===== src/frt_pkg.sv =====
package frt_pkg;

    // apb byte addresses of the table dwords and of the control and status registers
    localparam logic [7:0] FRT_TBL_FIRST  = 8'h30;
    localparam logic [7:0] FRT_TBL_LAST   = 8'h48;
    localparam int         FRT_TBL_WORDS  = 7;
    localparam int         FRT_IDX_W      = 3;
    localparam logic [7:0] FRT_CTRL_ADDR  = 8'h80;
    localparam logic [7:0] FRT_STAT_ADDR  = 8'h84;

    // read mode opcodes and entries
    localparam logic [7:0] FRT_OP_DUAL_OUT = 8'h3b;
    localparam logic [7:0] FRT_OP_QUAD_OUT = 8'h6b;
    localparam logic [7:0] FRT_OP_DUAL_IO  = 8'hbb;
    localparam logic [7:0] FRT_OP_QUAD_IO  = 8'heb;
    localparam logic [7:0] FRT_OP_NONE     = 8'hff;
    localparam logic [7:0] FRT_OP_EXIT     = 8'hff;  // continuous_read_exit_command

    localparam logic [4:0] FRT_DUMMY_8    = 5'h08;
    localparam logic [4:0] FRT_DUMMY_4    = 5'h04;
    localparam logic [4:0] FRT_DUMMY_0    = 5'h00;
    localparam logic [2:0] FRT_MODE_0     = 3'h0;
    localparam logic [2:0] FRT_MODE_2     = 3'h2;
    localparam logic [2:0] FRT_MODE_4     = 3'h4;
    localparam logic [1:0] FRT_ADDR_BYTES = 2'h0;
    localparam logic       FRT_DTR        = 1'h0;
    localparam logic [1:0] FRT_SEL_KEEP   = 2'h2;    // continuous_read_select_bits value

    // table bytes held below the window
    localparam logic [7:0] FRT_B30 = 8'he5;
    localparam logic [7:0] FRT_B31 = 8'h20;
    localparam logic [31:0] FRT_DENSITY_DEF = 32'h007fffff;

    // dword 30h: byte 32h is the capability byte, 33h unused
    localparam logic [31:0] FRT_W30 = {8'hff, 1'h1, 1'h1, 1'h1, 1'h1, FRT_DTR,
                                       FRT_ADDR_BYTES, 1'h1, FRT_B31, FRT_B30};
    localparam logic [31:0] FRT_W38 = {FRT_OP_QUAD_OUT, FRT_MODE_0, FRT_DUMMY_8,
                                       FRT_OP_QUAD_IO, FRT_MODE_2, FRT_DUMMY_4};
    localparam logic [31:0] FRT_W3C = {FRT_OP_DUAL_IO, FRT_MODE_4, FRT_DUMMY_0,
                                       FRT_OP_DUAL_OUT, FRT_MODE_0, FRT_DUMMY_8};
    localparam logic [31:0] FRT_W40 = {24'hffffff, 3'h7, 1'h0, 3'h7, 1'h0};
    localparam logic [31:0] FRT_W44 = {FRT_OP_NONE, FRT_MODE_0, FRT_DUMMY_0, 16'hffff};
    localparam logic [31:0] FRT_W48 = {8'hff, FRT_MODE_0, FRT_DUMMY_0, 16'hffff};

    // control and status field layout
    localparam int FRT_CTRL_OP_LSB   = 0;
    localparam int FRT_CTRL_MODE_LSB = 8;
    localparam int FRT_SEL_LSB       = 4;

    typedef enum logic { FRT_CMD_NORMAL, FRT_CMD_CONT } frt_cmd_t;

    typedef struct packed {
        logic [31:0] rdata;
    } frt_rom_t;

    typedef struct packed {
        frt_cmd_t    cmd;
        logic [7:0]  cur_op;
        logic [7:0]  mode;
        logic        pready;
        logic        pslverr;
        logic [31:0] prdata;
    } frt_state_t;

    function automatic logic frt_tbl_hit(input logic [7:0] a);
        return (a >= FRT_TBL_FIRST) && (a <= FRT_TBL_LAST) && (a[1:0] == 2'h0);
    endfunction : frt_tbl_hit

endpackage : frt_pkg


===== src/frt_rom.sv =====
`timescale 1ns/1ps
module frt_rom
    import frt_pkg::*;
#(
    parameter logic [31:0] DENSITY = FRT_DENSITY_DEF
) (
    // clock and reset
    input  wire logic                 pclk,
    input  wire logic                 presetn,
    // read port
    input  wire logic [FRT_IDX_W-1:0] idx,
    output logic      [31:0]          rdata
);

    frt_rom_t st_q;
    frt_rom_t st_d;

    always_comb begin
        st_d = st_q;
        case (idx)
            3'h0:    st_d.rdata = FRT_W30;
            3'h1:    st_d.rdata = DENSITY;
            3'h2:    st_d.rdata = FRT_W38;
            3'h3:    st_d.rdata = FRT_W3C;
            3'h4:    st_d.rdata = FRT_W40;
            3'h5:    st_d.rdata = FRT_W44;
            3'h6:    st_d.rdata = FRT_W48;
            default: st_d.rdata = 32'hffffffff;
        endcase
    end

    always_ff @(posedge pclk or negedge presetn) begin
        if (!presetn) begin
            st_q <= '0;
        end else begin
            st_q <= st_d;
        end
    end

    assign rdata = st_q.rdata;

endmodule : frt_rom


===== src/frt_table.sv =====
`timescale 1ns/1ps
module frt_table
    import frt_pkg::*;
#(
    parameter logic [31:0] DENSITY = FRT_DENSITY_DEF
) (
    // clock and reset
    input  wire logic        pclk,
    input  wire logic        presetn,
    // apb slave
    input  wire logic        psel,
    input  wire logic        penable,
    input  wire logic        pwrite,
    input  wire logic [7:0]  paddr,
    input  wire logic [31:0] pwdata,
    output logic      [31:0] prdata,
    output logic             pready,
    output logic             pslverr
);

    ////////////////////////////////////////////////////////////////////////////
    frt_state_t           st_q;
    frt_state_t           st_d;
    logic [31:0]          rom_data;
    logic [7:0]           rel_addr;
    logic [FRT_IDX_W-1:0] rom_idx;
    logic                 access;
    logic                 done;
    logic [7:0]           wr_op;
    logic [7:0]           wr_mode;
    logic                 keep_sel;

    assign rel_addr = paddr - FRT_TBL_FIRST;
    assign rom_idx  = rel_addr[FRT_IDX_W+1:2];
    // pready is registered, so every transfer costs exactly one wait state
    assign access   = psel && penable && !st_q.pready;
    assign done     = psel && penable && st_q.pready;
    assign wr_op    = pwdata[FRT_CTRL_OP_LSB +: 8];
    assign wr_mode  = pwdata[FRT_CTRL_MODE_LSB +: 8];
    // only the select bits matter; the other mode bits are don't care
    assign keep_sel = (wr_mode[FRT_SEL_LSB +: 2] == FRT_SEL_KEEP);

    // rom data is registered, so the address from setup is ready in access
    frt_rom #(
        .DENSITY (DENSITY)
    ) u_rom (
        .pclk    (pclk),
        .presetn (presetn),
        .idx     (rom_idx),
        .rdata   (rom_data)
    );

    ////////////////////////////////////////////////////////////////////////////
    always_comb begin
        st_d        = st_q;
        st_d.pready = access;
        if (access) begin
            st_d.pslverr = 1'b0;
            st_d.prdata  = 32'h0;
            if (!pwrite) begin
                if (frt_tbl_hit(paddr)) begin
                    st_d.prdata = rom_data;
                end else if (paddr == FRT_STAT_ADDR) begin
                    st_d.prdata = {8'h0, st_q.mode, st_q.cur_op, 7'h0,
                                   st_q.cmd == FRT_CMD_CONT};
                end else if (paddr != FRT_CTRL_ADDR) begin
                    st_d.pslverr = 1'b1;
                end
            end else if (!frt_tbl_hit(paddr) && paddr != FRT_CTRL_ADDR) begin
                // writes to the table are accepted and dropped; others, except to the control register, are errors
                st_d.pslverr = 1'b1;
            end
        end
        if (done && pwrite && paddr == FRT_CTRL_ADDR) begin
            case (st_q.cmd)
                FRT_CMD_NORMAL: begin
                    if (wr_op == FRT_OP_DUAL_IO || wr_op == FRT_OP_QUAD_IO) begin
                        st_d.cur_op = wr_op;
                        st_d.mode   = wr_mode;
                        if (keep_sel) begin
                            st_d.cmd = FRT_CMD_CONT;
                        end
                    end
                end
                FRT_CMD_CONT: begin
                    if (wr_op == FRT_OP_EXIT) begin
                        st_d.cmd = FRT_CMD_NORMAL;
                    end else begin
                        st_d.mode = wr_mode;
                        if (!keep_sel) begin
                            st_d.cmd = FRT_CMD_NORMAL;
                        end
                    end
                end
                default: st_d.cmd = FRT_CMD_NORMAL;
            endcase
        end
    end

    always_ff @(posedge pclk or negedge presetn) begin
        if (!presetn) begin
            st_q     <= '0;
            st_q.cmd <= FRT_CMD_NORMAL;
        end else begin
            st_q <= st_d;
        end
    end

    assign prdata  = st_q.prdata;
    assign pready  = st_q.pready;
    assign pslverr = st_q.pslverr;

    logic rd_done;
    logic ctrl_wr;
    assign rd_done = done && !pwrite;
    assign ctrl_wr = done && pwrite && paddr == FRT_CTRL_ADDR;
endmodule : frt_table


===== config.mk =====
export PLATFORM = sky130hd
export DESIGN_NAME = frt_table
export DESIGN_NICKNAME = d
export VERILOG_FILES = /design/src/frt_pkg.sv /design/src/frt_rom.sv /design/src/frt_table.sv
export SDC_FILE = /design/constraint.sdc
export NUM_CORES = 1
export LEC_CHECK = 0
export BUFFER_PORTS_ARGS = -buffer_cell sky130_fd_sc_hd__buf_4
export CAP_MARGIN = 20
export CORE_MARGIN = 2
export CORE_UTILIZATION = 45
export CTS_BUF_LIST = sky130_fd_sc_hd__clkbuf_16
export DETAILED_ROUTE_END_ITERATION = 16
export GPL_TIMING_DRIVEN = 0
export PLACE_DENSITY_LB_ADDON = 0.05
export SYNTH_ARGS = -nofsm -noshare
export SYNTH_HDL_FRONTEND = slang
export SYNTH_SLANG_ARGS = --single-unit

===== constraint.sdc =====
create_clock -name pclk -period 1.62 [get_ports pclk]
set_clock_uncertainty 0.05 [all_clocks]
set_input_delay 0.486 -clock pclk [delete_from_list [all_inputs] [get_ports pclk]]
set_output_delay 0.486 -clock pclk [all_outputs]
set_load 0.005 [all_outputs]

==> results of run 1 <==
-- cell type report --
cell class              instances  area [sq um]
plain buffers                  42           318
clock buffers                   9           225
repair buffers                 75           589
multi-input cells             109           970
fillers                       489          2160
well taps                      75          93.8
clock inverters                 7          32.5
inverters                       3          11.3
flip-flops and latches         62          1550
-- registers in the layout, summed over array words and instances, names as in the netlist --
| signal | flops |
|---|---|
| prdata | 26 |
| st_q | 17 |
| u_rom.rdata | 17 |
| pready | 1 |
| pslverr | 1 |
-- critical path: stages --
cell and delay [ns]:
buf_8 0.10, nor4b_4 0.35, nand4_4 0.19, a21oi_4 0.19, buf_6 0.16, mux2_4 0.30
-- routing by layer --
metal | part of all wire, % | vias to the layer above | GRT usage, %
li1 | - | 909 | -
met1 | 43 | 919 | 21.1
met2 | 50 | 47 | 29.2
met3 | 5.4 | 11 | 6.52
met4 | 2.0 | 0 | 7.21
met5 | 0 | - | 0
-- Yosys cell counts (2+ instances only) --
library cell and number:
o21ai_0 4, nand3b_1 2, a22o_1 9, xor2_1 2, dfrtp_1 62, or2_2 5
nand2_1 8, buf_4 32, mux2_2 10, xnor2_1 3, nor4_4 2, a221o_2 10
a21oi_1 2, clkbuf_1 4, and2_1 18, nor2_1 2, inv_1 3, a221o_1 7
nand4_1 3, buf_6 4, buf_1 2
-- power by group --
part           total (mW)  switching (mW)  internal (mW)
clock                1.60           0.597           1.00
sequential           1.63          0.0295           1.60
combinational       0.259           0.130          0.130
-- what timing repair did --
action	4_1_cts	5_1_grt
pin swaps	6	5
resized for setup	15	9
buffers inserted	12	2
endpoints found under the setup margin	38	37
hold buffers	0	0
-- metrics by stage --
step	cells	hold slack (ns)	TNS (ns)
6_report	382	0.189	-0.0557
2_1_floorplan	216	0.140	-5.21
3_5_place_dp	352	0.399	-16.64
3_3_place_gp	352	0.398	-15.59
4_1_cts	380	0.217	-0.00104
5_1_grt	382	0.263	-0.690
-- worst max path at each step --
stage / from / endpoint / slack, ns / depth (start not counted)
finish: paddr[6] / st_q[36] / -0.02 / 6
global route: paddr[6] / st_q[36] / -0.06 / 6
CTS: paddr[6] / st_q[44] / -0.001 / 6
detailed placement: paddr[6] / st_q[46] / -0.45 / 5
global placement: paddr[6] / st_q[37] / -0.44 / 5
floorplan: paddr[4] / st_q[34] / -0.21 / 5
-- logic make-up after synthesis --
| family | Yosys count | share of synthesized area [%] |
|---|---|---|
| muxes | 11 | 4.44 |
| and+or+nand+nor | 55 | 14.6 |
| xor gates and xnor gates | 5 | 1.57 |
| AOI/OAI and AO/OA | 37 | 12.2 |
| buffers and inverters | 45 | 11.4 |
| other | 1 | 0.134 |
| DFF | 62 | 55.6 |
==> results.sh, run 1 <==
export IMPL_place_ws_ns=-0.452
export IMPL_synthesis_area_sq_um=2790
export IMPL_ys_top_cells_by_area="dfrtp_1, buf_4, a221o_2"
export IMPL_drtIter0Drc=81
export IMPL_status="complete, but fails checks"
export IMPL_cts_buffers=9
export IMPL_ys_types=43
export IMPL_relSlewSlack_pct=50.2
export IMPL_reg2reg_depth=5
export IMPL_setup_viol=5
export IMPL_dieWidth_um=82.7
export IMPL_dp_final_hpwl_mm=3.71
export IMPL_drc=0
export IMPL_critPathMaxFanout=5
export IMPL_die_area_sq_um=6840
export IMPL_critPathRequiredTime_ns=1.77
export IMPL_pwr_density_cell_nw_per_um2=920
export IMPL_drtPass1Iterations=4
export IMPL_max_vdd_ir_drop_mv=0.737
export IMPL_r2r_end="st_q[36]"
export IMPL_final_period_utilization_pct=101
export IMPL_synthArstFlopShare_pct=100
export IMPL_rrSetupSlack_ns=0.03
export IMPL_area_growth_pct=35.9
export IMPL_placed_area_sq_um=3350
export IMPL_yosysTopAreaCell="dfrtp_1"
export IMPL_period_needed_ns=1.64
export IMPL_tightest_slew_ns=0.747
export IMPL_path_clk_slew_ns=0.05
export IMPL_power_total_mw=3.49
export IMPL_layout_nets=347
export IMPL_grt_max_degree=63
export IMPL_yosysWarnings=0
export IMPL_htreeDepth=3
export IMPL_rows=28
export IMPL_initial_core_util_pct=46.8
export IMPL_cp_end_kind="register"
export IMPL_yosysTopAreaCellShare_pct=55.6
export IMPL_cts_tree="yes"
export IMPL_final_common_cell="buf_4"
export IMPL_final_area_sq_um=3790
export IMPL_p_leak_nw=1.95
export IMPL_rsz0062_at_grt="true"
export IMPL_vias_per_cell=4.94
export IMPL_cts_sinks=62
export IMPL_dieHeight_um=82.7
export IMPL_hp_class="input pin to async pin"
export IMPL_hold_viol=0
export IMPL_startpoint_type="input pin"
export IMPL_ys_dominant_reg_cell="dfrtp_1"
export IMPL_critPathKind="input pin to register"
export IMPL_clockBufferDepth=2
export IMPL_yosysSeqAreaShare_pct=55.6
export IMPL_layout_drive_gt1_share_pct=52.4
export IMPL_core_area_sq_um=5960
export IMPL_final_cell_mix="buf_4, dfrtp_1, and2_1"
export IMPL_grt_ovfl_total=0
export IMPL_syn_inst=216
export IMPL_synth_edf_count=0
export IMPL_antenna_found_initial=0
export IMPL_reg2reg_from="pready"
export IMPL_maxCapViolCount=0
export IMPL_yosys_register_bits=62
export IMPL_port_buffers=61
export IMPL_gp_congestion=0.793
export IMPL_clock_latency_ns=0.32
export IMPL_wl_per_cell_um=14.4
export IMPL_grt_pass1_vias=1854
export IMPL_grt_pass1_wl_mm=8.80
export IMPL_track_usage_pct=17.8
export IMPL_antenna_cells=0
export IMPL_clockRootBuffer="clkbuf_16"
export IMPL_violations="negative setup slack"
export IMPL_ios=79
export IMPL_arrival_ns=1.78
export IMPL_detail_route_antenna_nets=0
export IMPL_via_count=1886
export IMPL_syn_area_per_cell_sq_um=12.9
export IMPL_finalMaxSlewViolations=0
export IMPL_fin_ws_ns=-0.0151
export IMPL_routed_wl_mm=5.51
export IMPL_max_freq_mhz=612
export IMPL_syn_nets=261
export IMPL_fin_util_pct=63.7
(Power assumes the default switching activity.)
==> run 2, diff against run 1 <==
MAX_ROUTING_LAYER = met4   (was default)
SYNTH_HIERARCHICAL = 1   (was default)
==> run 2 against run 1 <==
  * The run still ends with negative setup slack left
  * Routed wire length increased by 23%
  * Critical path depth is 1 lower
  * Via count grew 18%
  * Cell area grew 19%
  * Maximum frequency shrank 10%
  * Sequential cell count up 6
  * Combinational power up 25%
  * Clock-buffer cell count unchanged
  * Critical path type unchanged
  * Critical endpoint is now st_q[48]
  * Largest cell class unchanged
==> results.sh, run 2 <==
export IMPL_status="complete, but fails checks"
export IMPL_violations="negative setup slack"
export IMPL_synthArstFlopShare_pct=100
export IMPL_synthesis_area_sq_um=3240
export IMPL_ys_top_cells_by_area="dfrtp_1, buf_4, a221o_1"
export IMPL_setup_tns_final_ns=-6.13
export IMPL_clockRootBuffer="clkbuf_16"
export IMPL_critPathRequiredTime_ns=1.78
export IMPL_area_growth_pct=39.2
export IMPL_yosysTopAreaCell="dfrtp_1"
export IMPL_hp_class="input pin to async pin"
export IMPL_gp_congestion=0.749
export IMPL_dieWidth_um=88.8
export IMPL_pwr_density_cell_nw_per_um2=877
export IMPL_cp_num_buf_inv=1
export IMPL_placed_area_sq_um=3870
export IMPL_detail_route_antenna_nets=0
export IMPL_ios=79
export IMPL_routed_wl_mm=6.80
export IMPL_max_vdd_ir_drop_mv=0.501
export IMPL_arrival_ns=1.98
export IMPL_max_freq_mhz=548
export IMPL_antenna_found_initial=0
export IMPL_rows=30
export IMPL_cts_tree="yes"
export IMPL_cts_hold_buf=0
export IMPL_worstPathCellList="buf_8 -> nor4_4 -> nand4b_4 -> or4_4 -> mux2_4"
export IMPL_vias_per_cell=4.91
export IMPL_final_area_sq_um=4500
export IMPL_hold_viol=0
export IMPL_yosys_register_bits=68
export IMPL_layout_nets=400
export IMPL_track_usage_pct=18.8
export IMPL_period_needed_ns=1.82
export IMPL_via_count=2219
export IMPL_port_buffers=62
export IMPL_htreeDepth=3
export IMPL_power_total_mw=3.95
export IMPL_cpLargestDelayFamily="simple AND/OR/NAND/NOR gates"
export IMPL_ys_dominant_reg_cell="dfrtp_1"
export IMPL_final_cell_mix="buf_4, dfrtp_1, a221o_1"
export IMPL_syn_inst=260
export IMPL_cts_buffers=9
export IMPL_drc=0
export IMPL_grt_max_degree=69
export IMPL_yosysTopAreaCellShare_pct=52.6
export IMPL_antenna_cells=0
export IMPL_synth_edf_count=0
export IMPL_syn_area_per_cell_sq_um=12.4
export IMPL_setup_viol=48
export IMPL_largest_register_ffs=32
export IMPL_core_area_sq_um=6870
export IMPL_crit_slowest_cell="or4_4"
export IMPL_initial_core_util_pct=47.1
export IMPL_fin_cells=452
export IMPL_drtIter0Drc=95
export IMPL_yosysMostFrequentCell="dfrtp_1"
export IMPL_dp_final_hpwl_mm=4.23
export IMPL_path_clk_slew_ns=0.06
export IMPL_wl_per_cell_um=15.0
export IMPL_grt_pass1_vias=2111
export IMPL_rsz0062_at_grt="true"
export IMPL_final_period_utilization_pct=113
export IMPL_hold_worst_slack_ns=0.217
export IMPL_yosysWarnings=6
export IMPL_drtPass1Iterations=4
export IMPL_grt_pass1_wl_mm=10.7
export IMPL_maxCapViolCount=0
export IMPL_cp_end_kind="register"
export IMPL_final_common_cell="buf_4"
export IMPL_tightest_slew_ns=0.851
export IMPL_clockBufferDepth=2
export IMPL_startpoint_type="input pin"
export IMPL_finalMaxSlewViolations=0
export IMPL_dieHeight_um=88.8
export IMPL_die_area_sq_um=7880
export IMPL_syn_nets=309
export IMPL_p_leak_nw=2.30
export IMPL_place_ws_ns=-0.841
export IMPL_layout_drive_gt1_share_pct=51.7
export IMPL_dp_cells=418
export IMPL_synth_common_cells="dfrtp_1, buf_4, a221o_1"
export IMPL_grt_ovfl_total=0
export IMPL_clock_latency_ns=0.32
export IMPL_critPathMaxStageDelay_ns=0.57
export IMPL_critPathKind="input pin to register"
export IMPL_relSlewSlack_pct=43.3
export IMPL_fin_ws_ns=-0.204
export IMPL_ys_types=49
export IMPL_fin_util_pct=65.6
export IMPL_cts_sinks=68
export IMPL_critPathMaxFanout=5
export IMPL_yosysSeqAreaShare_pct=52.6
[run 2: path summary, 6_finish.rpt]
path | startpoint | cells past startpoint | slack, ns | end
worst min-delay path | presetn | 1 | 0.22 | prdata[24]
worst max register to register | pready | 4 | -0.15 | st_q[48]
worst max-delay path | paddr[5] | 5 | -0.20 | st_q[48]
max in group asynchronous | presetn | 1 | 0.74 | prdata[9]
worst min register to register | u_rom/rdata[26] | 1 | 0.41 | prdata[26]
min in group pclk | pwdata[9] | 2 | 0.34 | st_q[35]
[run 2: area by class of cell]
cell class | count | area [sq um]
repair buffers | 82 | 753
well taps | 96 | 120
clock inverters | 7 | 60.1
flip-flops and latches | 68 | 1700
clock buffers | 9 | 225
inverters | 8 | 30.0
multi-input cells | 123 | 1140
fillers | 535 | 2360
plain buffers | 59 | 475
[run 2: repair_timing]
action                     CTS  global route
pin swaps                    6            21
hold endpoints to repair     0             0
gates resized for setup     20            12
cloned                       0             5
setup endpoints to repair   50            50
buffers inserted            11             4
[run 2: power by group]
part / switching [mW] / internal, mW
combinational: 0.153 / 0.170
clock: 0.690 / 1.17
sequential: 0.0241 / 1.74
[run 2: cell families (layout without fill, tap and decap cells)]
family / Yosys count / count (layout) / synth area share (%)
AND/OR/NAND/NOR: 58 / 58 / 12.9
other: 1 / 1 / 0.116
buffers and inverters: 69 / 165 / 14.7
AO/OA/AOI/OAI: 49 / 49 / 14.2
XOR/XNOR: 1 / 1 / 0.271
multiplexers: 10 / 10 / 3.71
adder cells (fa/ha/maj): 4 / 4 / 1.55
flip-flops: 68 / 68 / 52.6
[run 2: routing by layer]
metal	vias to the layer above	global-route usage [%]	wire [um]
li1	1068	-	-
met1	1089	26.6	3280
met2	58	26.7	3210
met3	4	3.92	273
met4	0	7.02	39
met5	-	-	0
